$ cat config.mk
export PLATFORM = sky130hd
export DESIGN_NAME = jrhb_jump_ctrl
export DESIGN_NICKNAME = d
export VERILOG_FILES = /design/src/common/jrhb_pkg.sv /design/src/rtl/jrhb_hazard_tracker.sv /design/src/rtl/jrhb_jump_ctrl.sv
export VERILOG_INCLUDE_DIRS = /design/src /design/src/common
export SDC_FILE = /design/constraint.sdc
export NUM_CORES = 1
export LEC_CHECK = 0
export ABC_CLOCK_PERIOD_IN_PS = 2050
export BUFFER_PORTS_ARGS = -buffer_cell sky130_fd_sc_hd__buf_4
export CORE_MARGIN = 2
export CORE_UTILIZATION = 45
export CTS_CLUSTER_DIAMETER = 150
export CTS_CLUSTER_SIZE = 25
export DETAILED_ROUTE_END_ITERATION = 6
export GPL_ROUTABILITY_DRIVEN = 0
export GPL_TIMING_DRIVEN = 0
export HOLD_SLACK_MARGIN = 0.1
export PLACE_DENSITY = 0.73
export SLEW_MARGIN = 20
export SYNTH_ARGS = -nofsm -noshare
export SYNTH_HDL_FRONTEND = slang
export SYNTH_SLANG_ARGS = --single-unit
$ cat constraint.sdc
create_clock -name i_clk -period 2.05 [get_ports i_clk]
set_input_delay 0.1025 -clock i_clk [delete_from_list [all_inputs] [get_ports i_clk]]
set_output_delay 0.1025 -clock i_clk [all_outputs]
set_load 0.1 [all_outputs]
$ cat src/common/jrhb_regs.svh
// Constants for the register jump and hazard barrier control block.
// Assumes a 32-bit instruction word and a 32-bit general register file.
`ifndef JRHB_REGS_SVH
`define JRHB_REGS_SVH

`define JRHB_OPC_MSB 31
`define JRHB_OPC_LSB 26
`define JRHB_SRC_MSB 25
`define JRHB_SRC_LSB 21
`define JRHB_RT_MSB 20
`define JRHB_RT_LSB 16
`define JRHB_RD_MSB 15
`define JRHB_RD_LSB 11
`define JRHB_SA_MSB 10
`define JRHB_SA_LSB 6
`define JRHB_FN_MSB 5
`define JRHB_FN_LSB 0
`define JRHB_HINT_BARRIER_BIT 10

`define JRHB_OPC_A 6'h00
`define JRHB_OPC_REGIMM 6'h01
`define JRHB_OPC_COP0 6'h10
`define JRHB_FN_JUMP_REG 6'h08
`define JRHB_FN_JUMP_LINK_REG 6'h09
`define JRHB_FN_SLL 6'h00
`define JRHB_FN_EXC_RETURN 6'h18
`define JRHB_FN_DBG_RETURN 6'h1F
`define JRHB_FN_WAIT 6'h20
`define JRHB_SA_PAUSE 5'h05
`define JRHB_REG_ZERO 5'h00
`define JRHB_HINT_PLAIN 5'h00

`define JRHB_ISA_MODE_RST 1'h0
`define JRHB_OUTSTANDING_RST 4'h0
`define JRHB_REDIRECT_LAT 1

`endif

$ cat src/common/jrhb_pkg.sv
// Types for the register jump and hazard barrier control block.
// Assumes the constants header is compiled alongside.
package jrhb_pkg;

  typedef enum logic [1:0] {
    JRHB_IDLE,
    JRHB_SLOT,
    JRHB_DRAIN
  } jrhb_state_t;

endpackage : jrhb_pkg

$ cat src/rtl/jrhb_hazard_tracker.sv
// Counts system-coprocessor and TLB writes that are still in flight.
// Assumes writes complete in issue order, one issue and one done per cycle.
`timescale 1ns/1ps
`include "jrhb_regs.svh"

module jrhb_hazard_tracker #(
  parameter int CNT_W = 4
) (
  input wire logic i_clk, // core clock
  input wire logic i_sys_rst, // synchronous reset, active high
  input wire logic i_hz_issue, // hazard-causing write issued
  input wire logic i_hz_done, // hazard-causing write took effect
  input wire logic i_snapshot, // capture writes older than the jump
  output logic o_clear // no captured write remains
);

  logic [CNT_W-1:0] outstanding;
  logic [CNT_W-1:0] remaining;
  logic [CNT_W-1:0] next_outstanding;
  logic [CNT_W-1:0] next_remaining;

  always_comb begin
    next_outstanding = outstanding;
    if (i_hz_issue && !i_hz_done) begin
      next_outstanding = outstanding + CNT_W'(1);
    end else if (!i_hz_issue && i_hz_done && outstanding != '0) begin
      next_outstanding = outstanding - CNT_W'(1);
    end
    // Writes issued after the snapshot belong to the delay slot and are
    // not waited for; only the older ones are counted down.
    if (i_snapshot) begin
      next_remaining = next_outstanding;
    end else if (i_hz_done && remaining != '0) begin
      next_remaining = remaining - CNT_W'(1);
    end else begin
      next_remaining = remaining;
    end
  end

  always_ff @(posedge i_clk) begin
    if (i_sys_rst) begin
      outstanding <= CNT_W'(`JRHB_OUTSTANDING_RST);
      remaining <= CNT_W'(`JRHB_OUTSTANDING_RST);
    end else begin
      outstanding <= next_outstanding;
      remaining <= next_remaining;
    end
  end

  assign o_clear = (remaining == '0);

endmodule : jrhb_hazard_tracker

$ cat src/rtl/jrhb_jump_ctrl.sv
// Register jump control with optional hazard barrier and delay slot.
// Assumes one instruction per valid cycle, in program order, with the
// source register value supplied in the same cycle as the instruction.
`timescale 1ns/1ps
`include "jrhb_regs.svh"

module jrhb_jump_ctrl #(
  parameter int CNT_W = 4
) (
  input wire logic i_clk, // core clock, 40 MHz
  input wire logic i_sys_rst, // synchronous reset, active high
  input wire logic i_instr_valid, // instruction executes this cycle
  input wire logic [31:0] i_instr, // instruction word
  input wire logic [31:0] i_src_value, // general_register read data
  input wire logic i_release6, // newer encoding and slot checks
  input wire logic [1:0] i_compressed_set_cfg, // compressed_set_cfg field
  input wire logic i_code_compress_cfg, // code_compress_cfg bit
  input wire logic i_hz_issue, // hazard-causing write issued
  input wire logic i_hz_done, // hazard-causing write took effect
  output logic [4:0] o_src_reg_sel, // source_reg_field read select
  output logic o_redirect, // fetch target now, one-cycle pulse
  output logic [31:0] o_redirect_pc, // target fetch address
  output logic o_isa_mode_bit, // isa_mode_bit for the target
  output logic o_addr_error, // address error at target fetch
  output logic o_reserved_instr, // control transfer in delay slot
  output logic o_flush_younger, // drop fetched younger instructions
  output logic o_fetch_stall, // hold fetch while draining hazards
  output logic o_link_we, // write link register
  output logic [4:0] o_link_reg, // link destination register
  output logic o_busy // jump in progress
);

  typedef struct packed {
    logic [31:0] pc;
    logic mode;
    logic err;
  } jrhb_tgt_t;

  jrhb_pkg::jrhb_state_t state;
  jrhb_pkg::jrhb_state_t next_state;
  logic [31:0] temp;
  logic [31:0] next_temp;
  logic barrier;
  logic next_barrier;
  logic redirect, next_redirect;
  logic [31:0] redirect_pc, next_redirect_pc;
  logic isa_mode, next_isa_mode;
  logic addr_error, next_addr_error;
  logic resv, next_resv;
  logic flush, next_flush;
  logic link_we, next_link_we;
  logic [4:0] link_reg, next_link_reg;
  logic snapshot;
  logic hz_clear;
  logic compressed;
  logic is_jump;
  logic is_barrier;
  logic [4:0] rd_field;
  jrhb_tgt_t tgt;

  // Is this word any branch, jump, return, wait or pause.
  function automatic logic is_ctl_xfer(input logic [31:0] w);
    logic [5:0] op;
    logic [5:0] fn;
    op = w[`JRHB_OPC_MSB:`JRHB_OPC_LSB];
    fn = w[`JRHB_FN_MSB:`JRHB_FN_LSB];
    is_ctl_xfer = 1'b0;
    if (op == `JRHB_OPC_A) begin
      if (fn == `JRHB_FN_JUMP_REG || fn == `JRHB_FN_JUMP_LINK_REG) begin
        is_ctl_xfer = 1'b1;
      end
      if (fn == `JRHB_FN_SLL && w[25:11] == 15'h0000 &&
          w[`JRHB_SA_MSB:`JRHB_SA_LSB] == `JRHB_SA_PAUSE) begin
        is_ctl_xfer = 1'b1;
      end
    end else if (op == `JRHB_OPC_REGIMM) begin
      is_ctl_xfer = 1'b1;
    end else if (op == `JRHB_OPC_COP0) begin
      if (w[25] && (fn == `JRHB_FN_EXC_RETURN ||
          fn == `JRHB_FN_DBG_RETURN || fn == `JRHB_FN_WAIT)) begin
        is_ctl_xfer = 1'b1;
      end
    end else if (op[5:2] == 4'h1 || op[5:1] == 5'h01 ||
                 op[5:2] == 4'h5 || op[5:1] == 5'h1B ||
                 op[5:1] == 5'h1F || op == 6'h32 || op == 6'h3A) begin
      // Jumps, branches, likely branches and compact forms.
      is_ctl_xfer = 1'b1;
    end
  endfunction : is_ctl_xfer

  // Fetch address, new mode and alignment fault for a register value.
  function automatic jrhb_tgt_t calc_target(input logic [31:0] v,
                                            input logic cmp);
    jrhb_tgt_t t;
    if (!cmp) begin
      t.pc = v;
      t.mode = `JRHB_ISA_MODE_RST;
      t.err = (v[1:0] != 2'h0);
    end else begin
      t.pc = {v[31:1], 1'b0};
      t.mode = v[0];
      t.err = (v[1:0] == 2'h2);
    end
    calc_target = t;
  endfunction : calc_target

  assign compressed = (i_compressed_set_cfg != 2'h0) || i_code_compress_cfg;
  assign rd_field = i_instr[`JRHB_RD_MSB:`JRHB_RD_LSB];
  // Jump to register is the linking form in the newer encoding, and the
  // barrier is accepted without any privilege check.
  assign is_jump = i_instr_valid &&
    i_instr[`JRHB_OPC_MSB:`JRHB_OPC_LSB] == `JRHB_OPC_A &&
    (i_instr[`JRHB_FN_MSB:`JRHB_FN_LSB] == `JRHB_FN_JUMP_LINK_REG ||
     (!i_release6 &&
      i_instr[`JRHB_FN_MSB:`JRHB_FN_LSB] == `JRHB_FN_JUMP_REG));
  assign is_barrier = i_instr[`JRHB_HINT_BARRIER_BIT];
  assign o_src_reg_sel = i_instr[`JRHB_SRC_MSB:`JRHB_SRC_LSB];
  assign snapshot = is_jump && state == jrhb_pkg::JRHB_IDLE && is_barrier;
  assign tgt = calc_target(temp, compressed);

  jrhb_hazard_tracker #(
    .CNT_W(CNT_W)
  ) u_tracker (
    .i_clk(i_clk),
    .i_sys_rst(i_sys_rst),
    .i_hz_issue(i_hz_issue),
    .i_hz_done(i_hz_done),
    .i_snapshot(snapshot),
    .o_clear(hz_clear)
  );

  always_comb begin
    next_state = state;
    next_temp = temp;
    next_barrier = barrier;
    next_redirect = 1'b0;
    next_redirect_pc = redirect_pc;
    next_isa_mode = isa_mode;
    next_addr_error = 1'b0;
    next_resv = 1'b0;
    next_flush = 1'b0;
    next_link_we = 1'b0;
    next_link_reg = link_reg;
    case (state)
      jrhb_pkg::JRHB_IDLE: begin
        if (is_jump) begin
          next_temp = i_src_value;
          next_barrier = is_barrier;
          next_link_we = (rd_field != `JRHB_REG_ZERO);
          next_link_reg = rd_field;
          next_state = jrhb_pkg::JRHB_SLOT;
        end
      end
      jrhb_pkg::JRHB_SLOT: begin
        if (i_instr_valid) begin
          next_resv = i_release6 && is_ctl_xfer(i_instr);
          next_flush = 1'b1;
          if (barrier && !hz_clear) begin
            next_state = jrhb_pkg::JRHB_DRAIN;
          end else begin
            next_redirect = 1'b1;
            next_redirect_pc = tgt.pc;
            next_isa_mode = tgt.mode;
            next_addr_error = tgt.err;
            next_state = jrhb_pkg::JRHB_IDLE;
          end
        end
      end
      jrhb_pkg::JRHB_DRAIN: begin
        if (hz_clear) begin
          next_redirect = 1'b1;
          next_redirect_pc = tgt.pc;
          next_isa_mode = tgt.mode;
          next_addr_error = tgt.err;
          next_state = jrhb_pkg::JRHB_IDLE;
        end
      end
      default: begin
        next_state = jrhb_pkg::JRHB_IDLE;
      end
    endcase
  end

  always_ff @(posedge i_clk) begin
    if (i_sys_rst) begin
      state <= jrhb_pkg::JRHB_IDLE;
      temp <= 32'h00000000;
      barrier <= 1'b0;
      redirect <= 1'b0;
      redirect_pc <= 32'h00000000;
      isa_mode <= `JRHB_ISA_MODE_RST;
      addr_error <= 1'b0;
      resv <= 1'b0;
      flush <= 1'b0;
      link_we <= 1'b0;
      link_reg <= 5'h00;
    end else begin
      state <= next_state;
      temp <= next_temp;
      barrier <= next_barrier;
      redirect <= next_redirect;
      redirect_pc <= next_redirect_pc;
      isa_mode <= next_isa_mode;
      addr_error <= next_addr_error;
      resv <= next_resv;
      flush <= next_flush;
      link_we <= next_link_we;
      link_reg <= next_link_reg;
    end
  end

  assign o_redirect = redirect;
  assign o_redirect_pc = redirect_pc;
  assign o_isa_mode_bit = isa_mode;
  assign o_addr_error = addr_error;
  assign o_reserved_instr = resv;
  assign o_flush_younger = flush;
  // Stalling in the drain state keeps the target from being fetched with
  // stale translation or coprocessor state.
  assign o_fetch_stall = (state == jrhb_pkg::JRHB_DRAIN);
  assign o_link_we = link_we;
  assign o_link_reg = link_reg;
  assign o_busy = (state != jrhb_pkg::JRHB_IDLE);
endmodule : jrhb_jump_ctrl

==> metrics.txt <==
# TYPE chip_impl_metric gauge
chip_impl_metric{name="seq_area_frac_synth",unit="%"} 48.3
chip_impl_metric{name="ant_nets",unit=""} 0
chip_impl_metric{name="detail_route.wl_per_cell",unit="um"} 14.0
chip_impl_metric{name="timing.final.setup_violations",unit=""} 0
chip_impl_metric{name="grt_start_max_net_pins",unit=""} 17
chip_impl_metric{name="dpl.hpwl",unit="um"} 7150
chip_impl_metric{name="die_outline_area",unit="mm2"} 0.00865
chip_impl_metric{name="final.min_clock_period",unit="ps"} 1910
chip_impl_info{name="startpoint_of_the_worst_slack_reg_to_reg_timing_path",value="u_tracker.remaining[1]"} 1
chip_impl_metric{name="postSynthNetCount",unit=""} 532
chip_impl_metric{name="grt_first_pass_wirelength",unit="um"} 16400
chip_impl_metric{name="post_synth_edffs",unit=""} 0
chip_impl_metric{name="global_route.usage.total",unit="%"} 23.8
chip_impl_metric{name="grt_overflow_total",unit=""} 0
chip_impl_metric{name="via_count_of_the_first_global_routing_pass",unit=""} 3509
chip_impl_metric{name="post_cts_buffers",unit=""} 0
chip_impl_metric{name="numClockSinks",unit=""} 86
chip_impl_metric{name="rrSetupSlack",unit="ps"} 140
chip_impl_metric{name="holdPathStages",unit=""} 4
chip_impl_metric{name="place.port_buffers",unit=""} 121
chip_impl_metric{name="multiInputGateArea",unit="mm2"} 0.00166
chip_impl_metric{name="initial_utilization",unit="%"} 46.4
chip_impl_metric{name="floorplan.rows",unit=""} 32
chip_impl_metric{name="yosys.area_share.xor_xnor",unit="%"} 0.492
chip_impl_metric{name="cts-root-to-sink-buffers",unit=""} 2
chip_impl_metric{name="synth_simple_gate_area_share",unit="%"} 25.8
chip_impl_info{name="tritoncts_clock_tree",value="yes"} 1
chip_impl_metric{name="final.period_utilization",unit="%"} 93.1
chip_impl_metric{name="post-place-ws",unit="ps"} -107
chip_impl_metric{name="netlist_instances",unit=""} 452
chip_impl_info{name="worst_setup_path_startpoint",value="u_tracker.remaining[1]"} 1
chip_impl_metric{name="detailroute.wirelength.met3",unit="um"} 503
chip_impl_metric{name="postSynth.asyncResetShare",unit="%"} 0
chip_impl_metric{name="insertion_delay",unit="ps"} 360
chip_impl_metric{name="synth.distinct_cells",unit=""} 42
chip_impl_metric{name="cts_htree_levels",unit=""} 3
chip_impl_metric{name="chipHeight",unit="um"} 93.0
chip_impl_metric{name="dieWidth",unit="um"} 93.0
chip_impl_metric{name="regArea",unit="mm2"} 0.00172
chip_impl_metric{name="muxShareOfSynthArea",unit="%"} 0.878
chip_impl_metric{name="ir_drop",unit="mV"} 0.417
chip_impl_metric{name="tritoncts.num_buffers",unit=""} 9
chip_impl_metric{name="first_iter_violations",unit=""} 168
chip_impl_info{name="final_common_cell",value="sky130_fd_sc_hd__nand2_1"} 1
chip_impl_metric{name="drt-vias-per-instance",unit=""} 5.06
chip_impl_metric{name="detail_route.wirelength.met1",unit="um"} 4490
chip_impl_info{name="synth_top_family_by_area",value="simple AND/OR/NAND/NOR gates"} 1
chip_impl_info{name="layout_common_cells",value="148 x sky130_fd_sc_hd__nand2_1, 127 x sky130_fd_sc_hd__buf_4, 86 x sky130_fd_sc_hd__dfxtp_1"} 1
chip_impl_metric{name="timing.reg2reg.worst_path_depth",unit=""} 7
chip_impl_metric{name="fmaxAchievable",unit="MHz"} 524
chip_impl_metric{name="synthToLayoutAreaGrowth",unit="%"} 48.0
chip_impl_metric{name="synth.yosys.warnings",unit=""} 0
chip_impl_metric{name="number_of_flip_flops_and_latches_in_the_synthesized_netlist",unit=""} 86
chip_impl_metric{name="fill_cells",unit=""} 646
chip_impl_metric{name="top_level_ports",unit=""} 123
chip_impl_info{name="worst_hold_startpoint",value="i_instr[3]"} 1
chip_impl_metric{name="timing.critical_path.required",unit="ps"} 2330
chip_impl_metric{name="worst_pin_slew",unit="ps"} 569
chip_impl_metric{name="drtPass1Iterations",unit=""} 4
chip_impl_metric{name="final_standard_cell_utilization_of_the_core",unit="%"} 68.6
chip_impl_metric{name="proportion_of_layout_cells_with_a_drive_suffix_above_1",unit="%"} 26.4
chip_impl_info{name="timing.critical_path.from_type",value="flip-flop"} 1
chip_impl_info{name="clockRootBuffer",value="sky130_fd_sc_hd__clkbuf_8"} 1
chip_impl_metric{name="antenna_found_initial",unit=""} 0
chip_impl_metric{name="cp.arrival",unit="ps"} 2190
chip_impl_info{name="timing.hold.worst.class",value="input port to flip-flop"} 1
chip_impl_info{name="postSynth.topFlopCell",value="sky130_fd_sc_hd__dfxtp_1"} 1
chip_impl_metric{name="post_route_worst_hold_slack",unit="ps"} 124
chip_impl_metric{name="cts.clk_slew.worst_paths",unit="ps"} 90
chip_impl_metric{name="crit_fanout",unit=""} 5
chip_impl_metric{name="leakagePower",unit="nW"} 2.08
chip_impl_info{name="timing.hold.worst_endpoint",value="o_reserved_instr"} 1
chip_impl_metric{name="final_routed_wirelength_across_all_metal_layers",unit="um"} 10300
chip_impl_metric{name="synth_fa_ha_area_share",unit="%"} 2.46
chip_impl_metric{name="slew_headroom",unit="%"} 62.0
chip_impl_info{name="dr.max_layer_used",value="met4"} 1
chip_impl_metric{name="timing_hold_violations_final",unit=""} 0
chip_impl_metric{name="drc",unit=""} 0
chip_impl_metric{name="met2_wirelength",unit="um"} 5110
chip_impl_metric{name="post-place-cells",unit=""} 675
chip_impl_metric{name="report.final.slew_viol_count",unit=""} 0
chip_impl_metric{name="layout_setup_ws",unit="ps"} 142
chip_impl_metric{name="antenna_cells_inserted",unit=""} 0
chip_impl_metric{name="mappedNetlistArea",unit="mm2"} 0.00356
chip_impl_metric{name="finish.cell_count_without_fillers",unit=""} 735
chip_impl_metric{name="finalNetCount",unit=""} 708
chip_impl_info{name="unrepaired_setup_endpoints_after_global_routing",value="false"} 1
chip_impl_metric{name="route.vias.total",unit=""} 3717
chip_impl_metric{name="syn_area_per_cell",unit="um2"} 7.88
chip_impl_info{name="timing.setup.critical_path_class",value="flip-flop to flip-flop"} 1
chip_impl_metric{name="worst_clock_skew",unit="ps"} 12.8
chip_impl_metric{name="synth_compound_area_share",unit="%"} 15.9
chip_impl_metric{name="coreArea",unit="mm2"} 0.00769
chip_impl_info{name="worstReg2RegEnd",value="state[1]"} 1
chip_impl_metric{name="power_density",unit="mW/mm2"} 677
chip_impl_info{name="status",value="completed"} 1
chip_impl_metric{name="setup_total_negative_slack",unit="ps"} 0
chip_impl_metric{name="timing.max_cap.violations",unit=""} 0
chip_impl_info{name="crit_path_end_kind",value="flip-flop"} 1
## worst max path at each step
stage                         to  slack, ps  cells after the start
6_report                state[1]        140                      7
5_1_grt                 state[1]          8                      7
4_1_cts        o_redirect_pc[11]         10                      8
3_5_place_dp   o_redirect_pc[16]       -110                      8
3_3_place_gp   o_redirect_pc[25]        -30                      8
2_1_floorplan           state[1]        110                      6
## Yosys cell counts, types with 2 or more instances
master | n | share of area (%)
sky130_fd_sc_hd__o22ai_1 | 2 | 0.35
sky130_fd_sc_hd__buf_2 | 4 | 0.56
sky130_fd_sc_hd__xnor2_1 | 2 | 0.49
sky130_fd_sc_hd__or3_1 | 3 | 0.53
sky130_fd_sc_hd__dfxtp_1 | 86 | 48
sky130_fd_sc_hd__nand2b_1 | 4 | 0.70
sky130_fd_sc_hd__nor3b_1 | 3 | 0.63
sky130_fd_sc_hd__a31oi_1 | 4 | 0.70
sky130_fd_sc_hd__or4_1 | 3 | 0.63
sky130_fd_sc_hd__nand2_1 | 149 | 16
sky130_fd_sc_hd__buf_4 | 6 | 1.3
sky130_fd_sc_hd__nor4_1 | 5 | 0.88
sky130_fd_sc_hd__o21ai_0 | 9 | 1.3
sky130_fd_sc_hd__buf_6 | 4 | 1.3
sky130_fd_sc_hd__nor2b_1 | 2 | 0.35
sky130_fd_sc_hd__o22a_1 | 2 | 0.49
sky130_fd_sc_hd__a311oi_1 | 3 | 0.74
sky130_fd_sc_hd__nor3_1 | 2 | 0.28
sky130_fd_sc_hd__nor2_1 | 13 | 1.4
sky130_fd_sc_hd__ha_1 | 7 | 2.5
sky130_fd_sc_hd__nand3_1 | 7 | 0.98
sky130_fd_sc_hd__clkbuf_1 | 15 | 1.6
sky130_fd_sc_hd__a21oi_1 | 83 | 12
sky130_fd_sc_hd__nor4bb_1 | 3 | 0.84
sky130_fd_sc_hd__mux2i_1 | 2 | 0.56
sky130_fd_sc_hd__inv_1 | 13 | 1.4
## cell families (layout without fill, tap and decap cells)
kind of cell / Yosys count / after routing
mux: 3 / 3
flops: 86 / 86
fa+ha+maj: 7 / 7
simple gates: 205 / 205
buf+inv: 43 / 224
xor+xnor: 2 / 2
compound gates: 106 / 106
## layer usage
| layer | up-vias | global-route usage, % |
|---|---|---|
| met5 | - | 0 |
| met4 | 0 | 9.68 |
| met3 | 20 | 4.67 |
| met2 | 84 | 40.3 |
| met1 | 1754 | 29.6 |
| li1 | 1859 | - |
## worst max-delay path, cell delays in order, from the launching register on
cell and delay [ps]:
sky130_fd_sc_hd__dfxtp_1 320, sky130_fd_sc_hd__inv_1 80, sky130_fd_sc_hd__ha_2 210, sky130_fd_sc_hd__or3b_2 500, sky130_fd_sc_hd__nand2_1 80, sky130_fd_sc_hd__o21ai_0 130, sky130_fd_sc_hd__or3_1 370, sky130_fd_sc_hd__a21oi_1 150
## stage by stage
stage / area, um2 / total power [mW]
after floorplan: 3570 / 2.15
after global placement: 4600 / 2.35
after detailed placement: 4600 / 2.37
after CTS: 5230 / 3.55
after global routing: 5270 / 3.71
final: 5270 / 3.57
## power by group
group	total, mW	internal, mW	switching (mW)
Clock	1.15	0.492	0.656
Combinational	0.686	0.330	0.356
Sequential	1.74	1.71	0.0322
## timing repair
item,CTS,global route
hold buffers,43,1
resized for setup,3,13
setup endpoints to repair,30,33
hold endpoints to repair,46,1
## area by class of cell
type / count / share of cell area [%]
Buffer: 30 / 3.44
Multi-Input combinational cell: 323 / 31.4
Clock inverter: 6 / 0.996
Inverter: 13 / 0.925
Timing Repair Buffer: 165 / 25.6
Sequential cell: 86 / 32.6
Tap cell: 102 / 2.42
Clock buffer: 10 / 2.61
No activity file was read; power rests on OpenSTA's default activity.
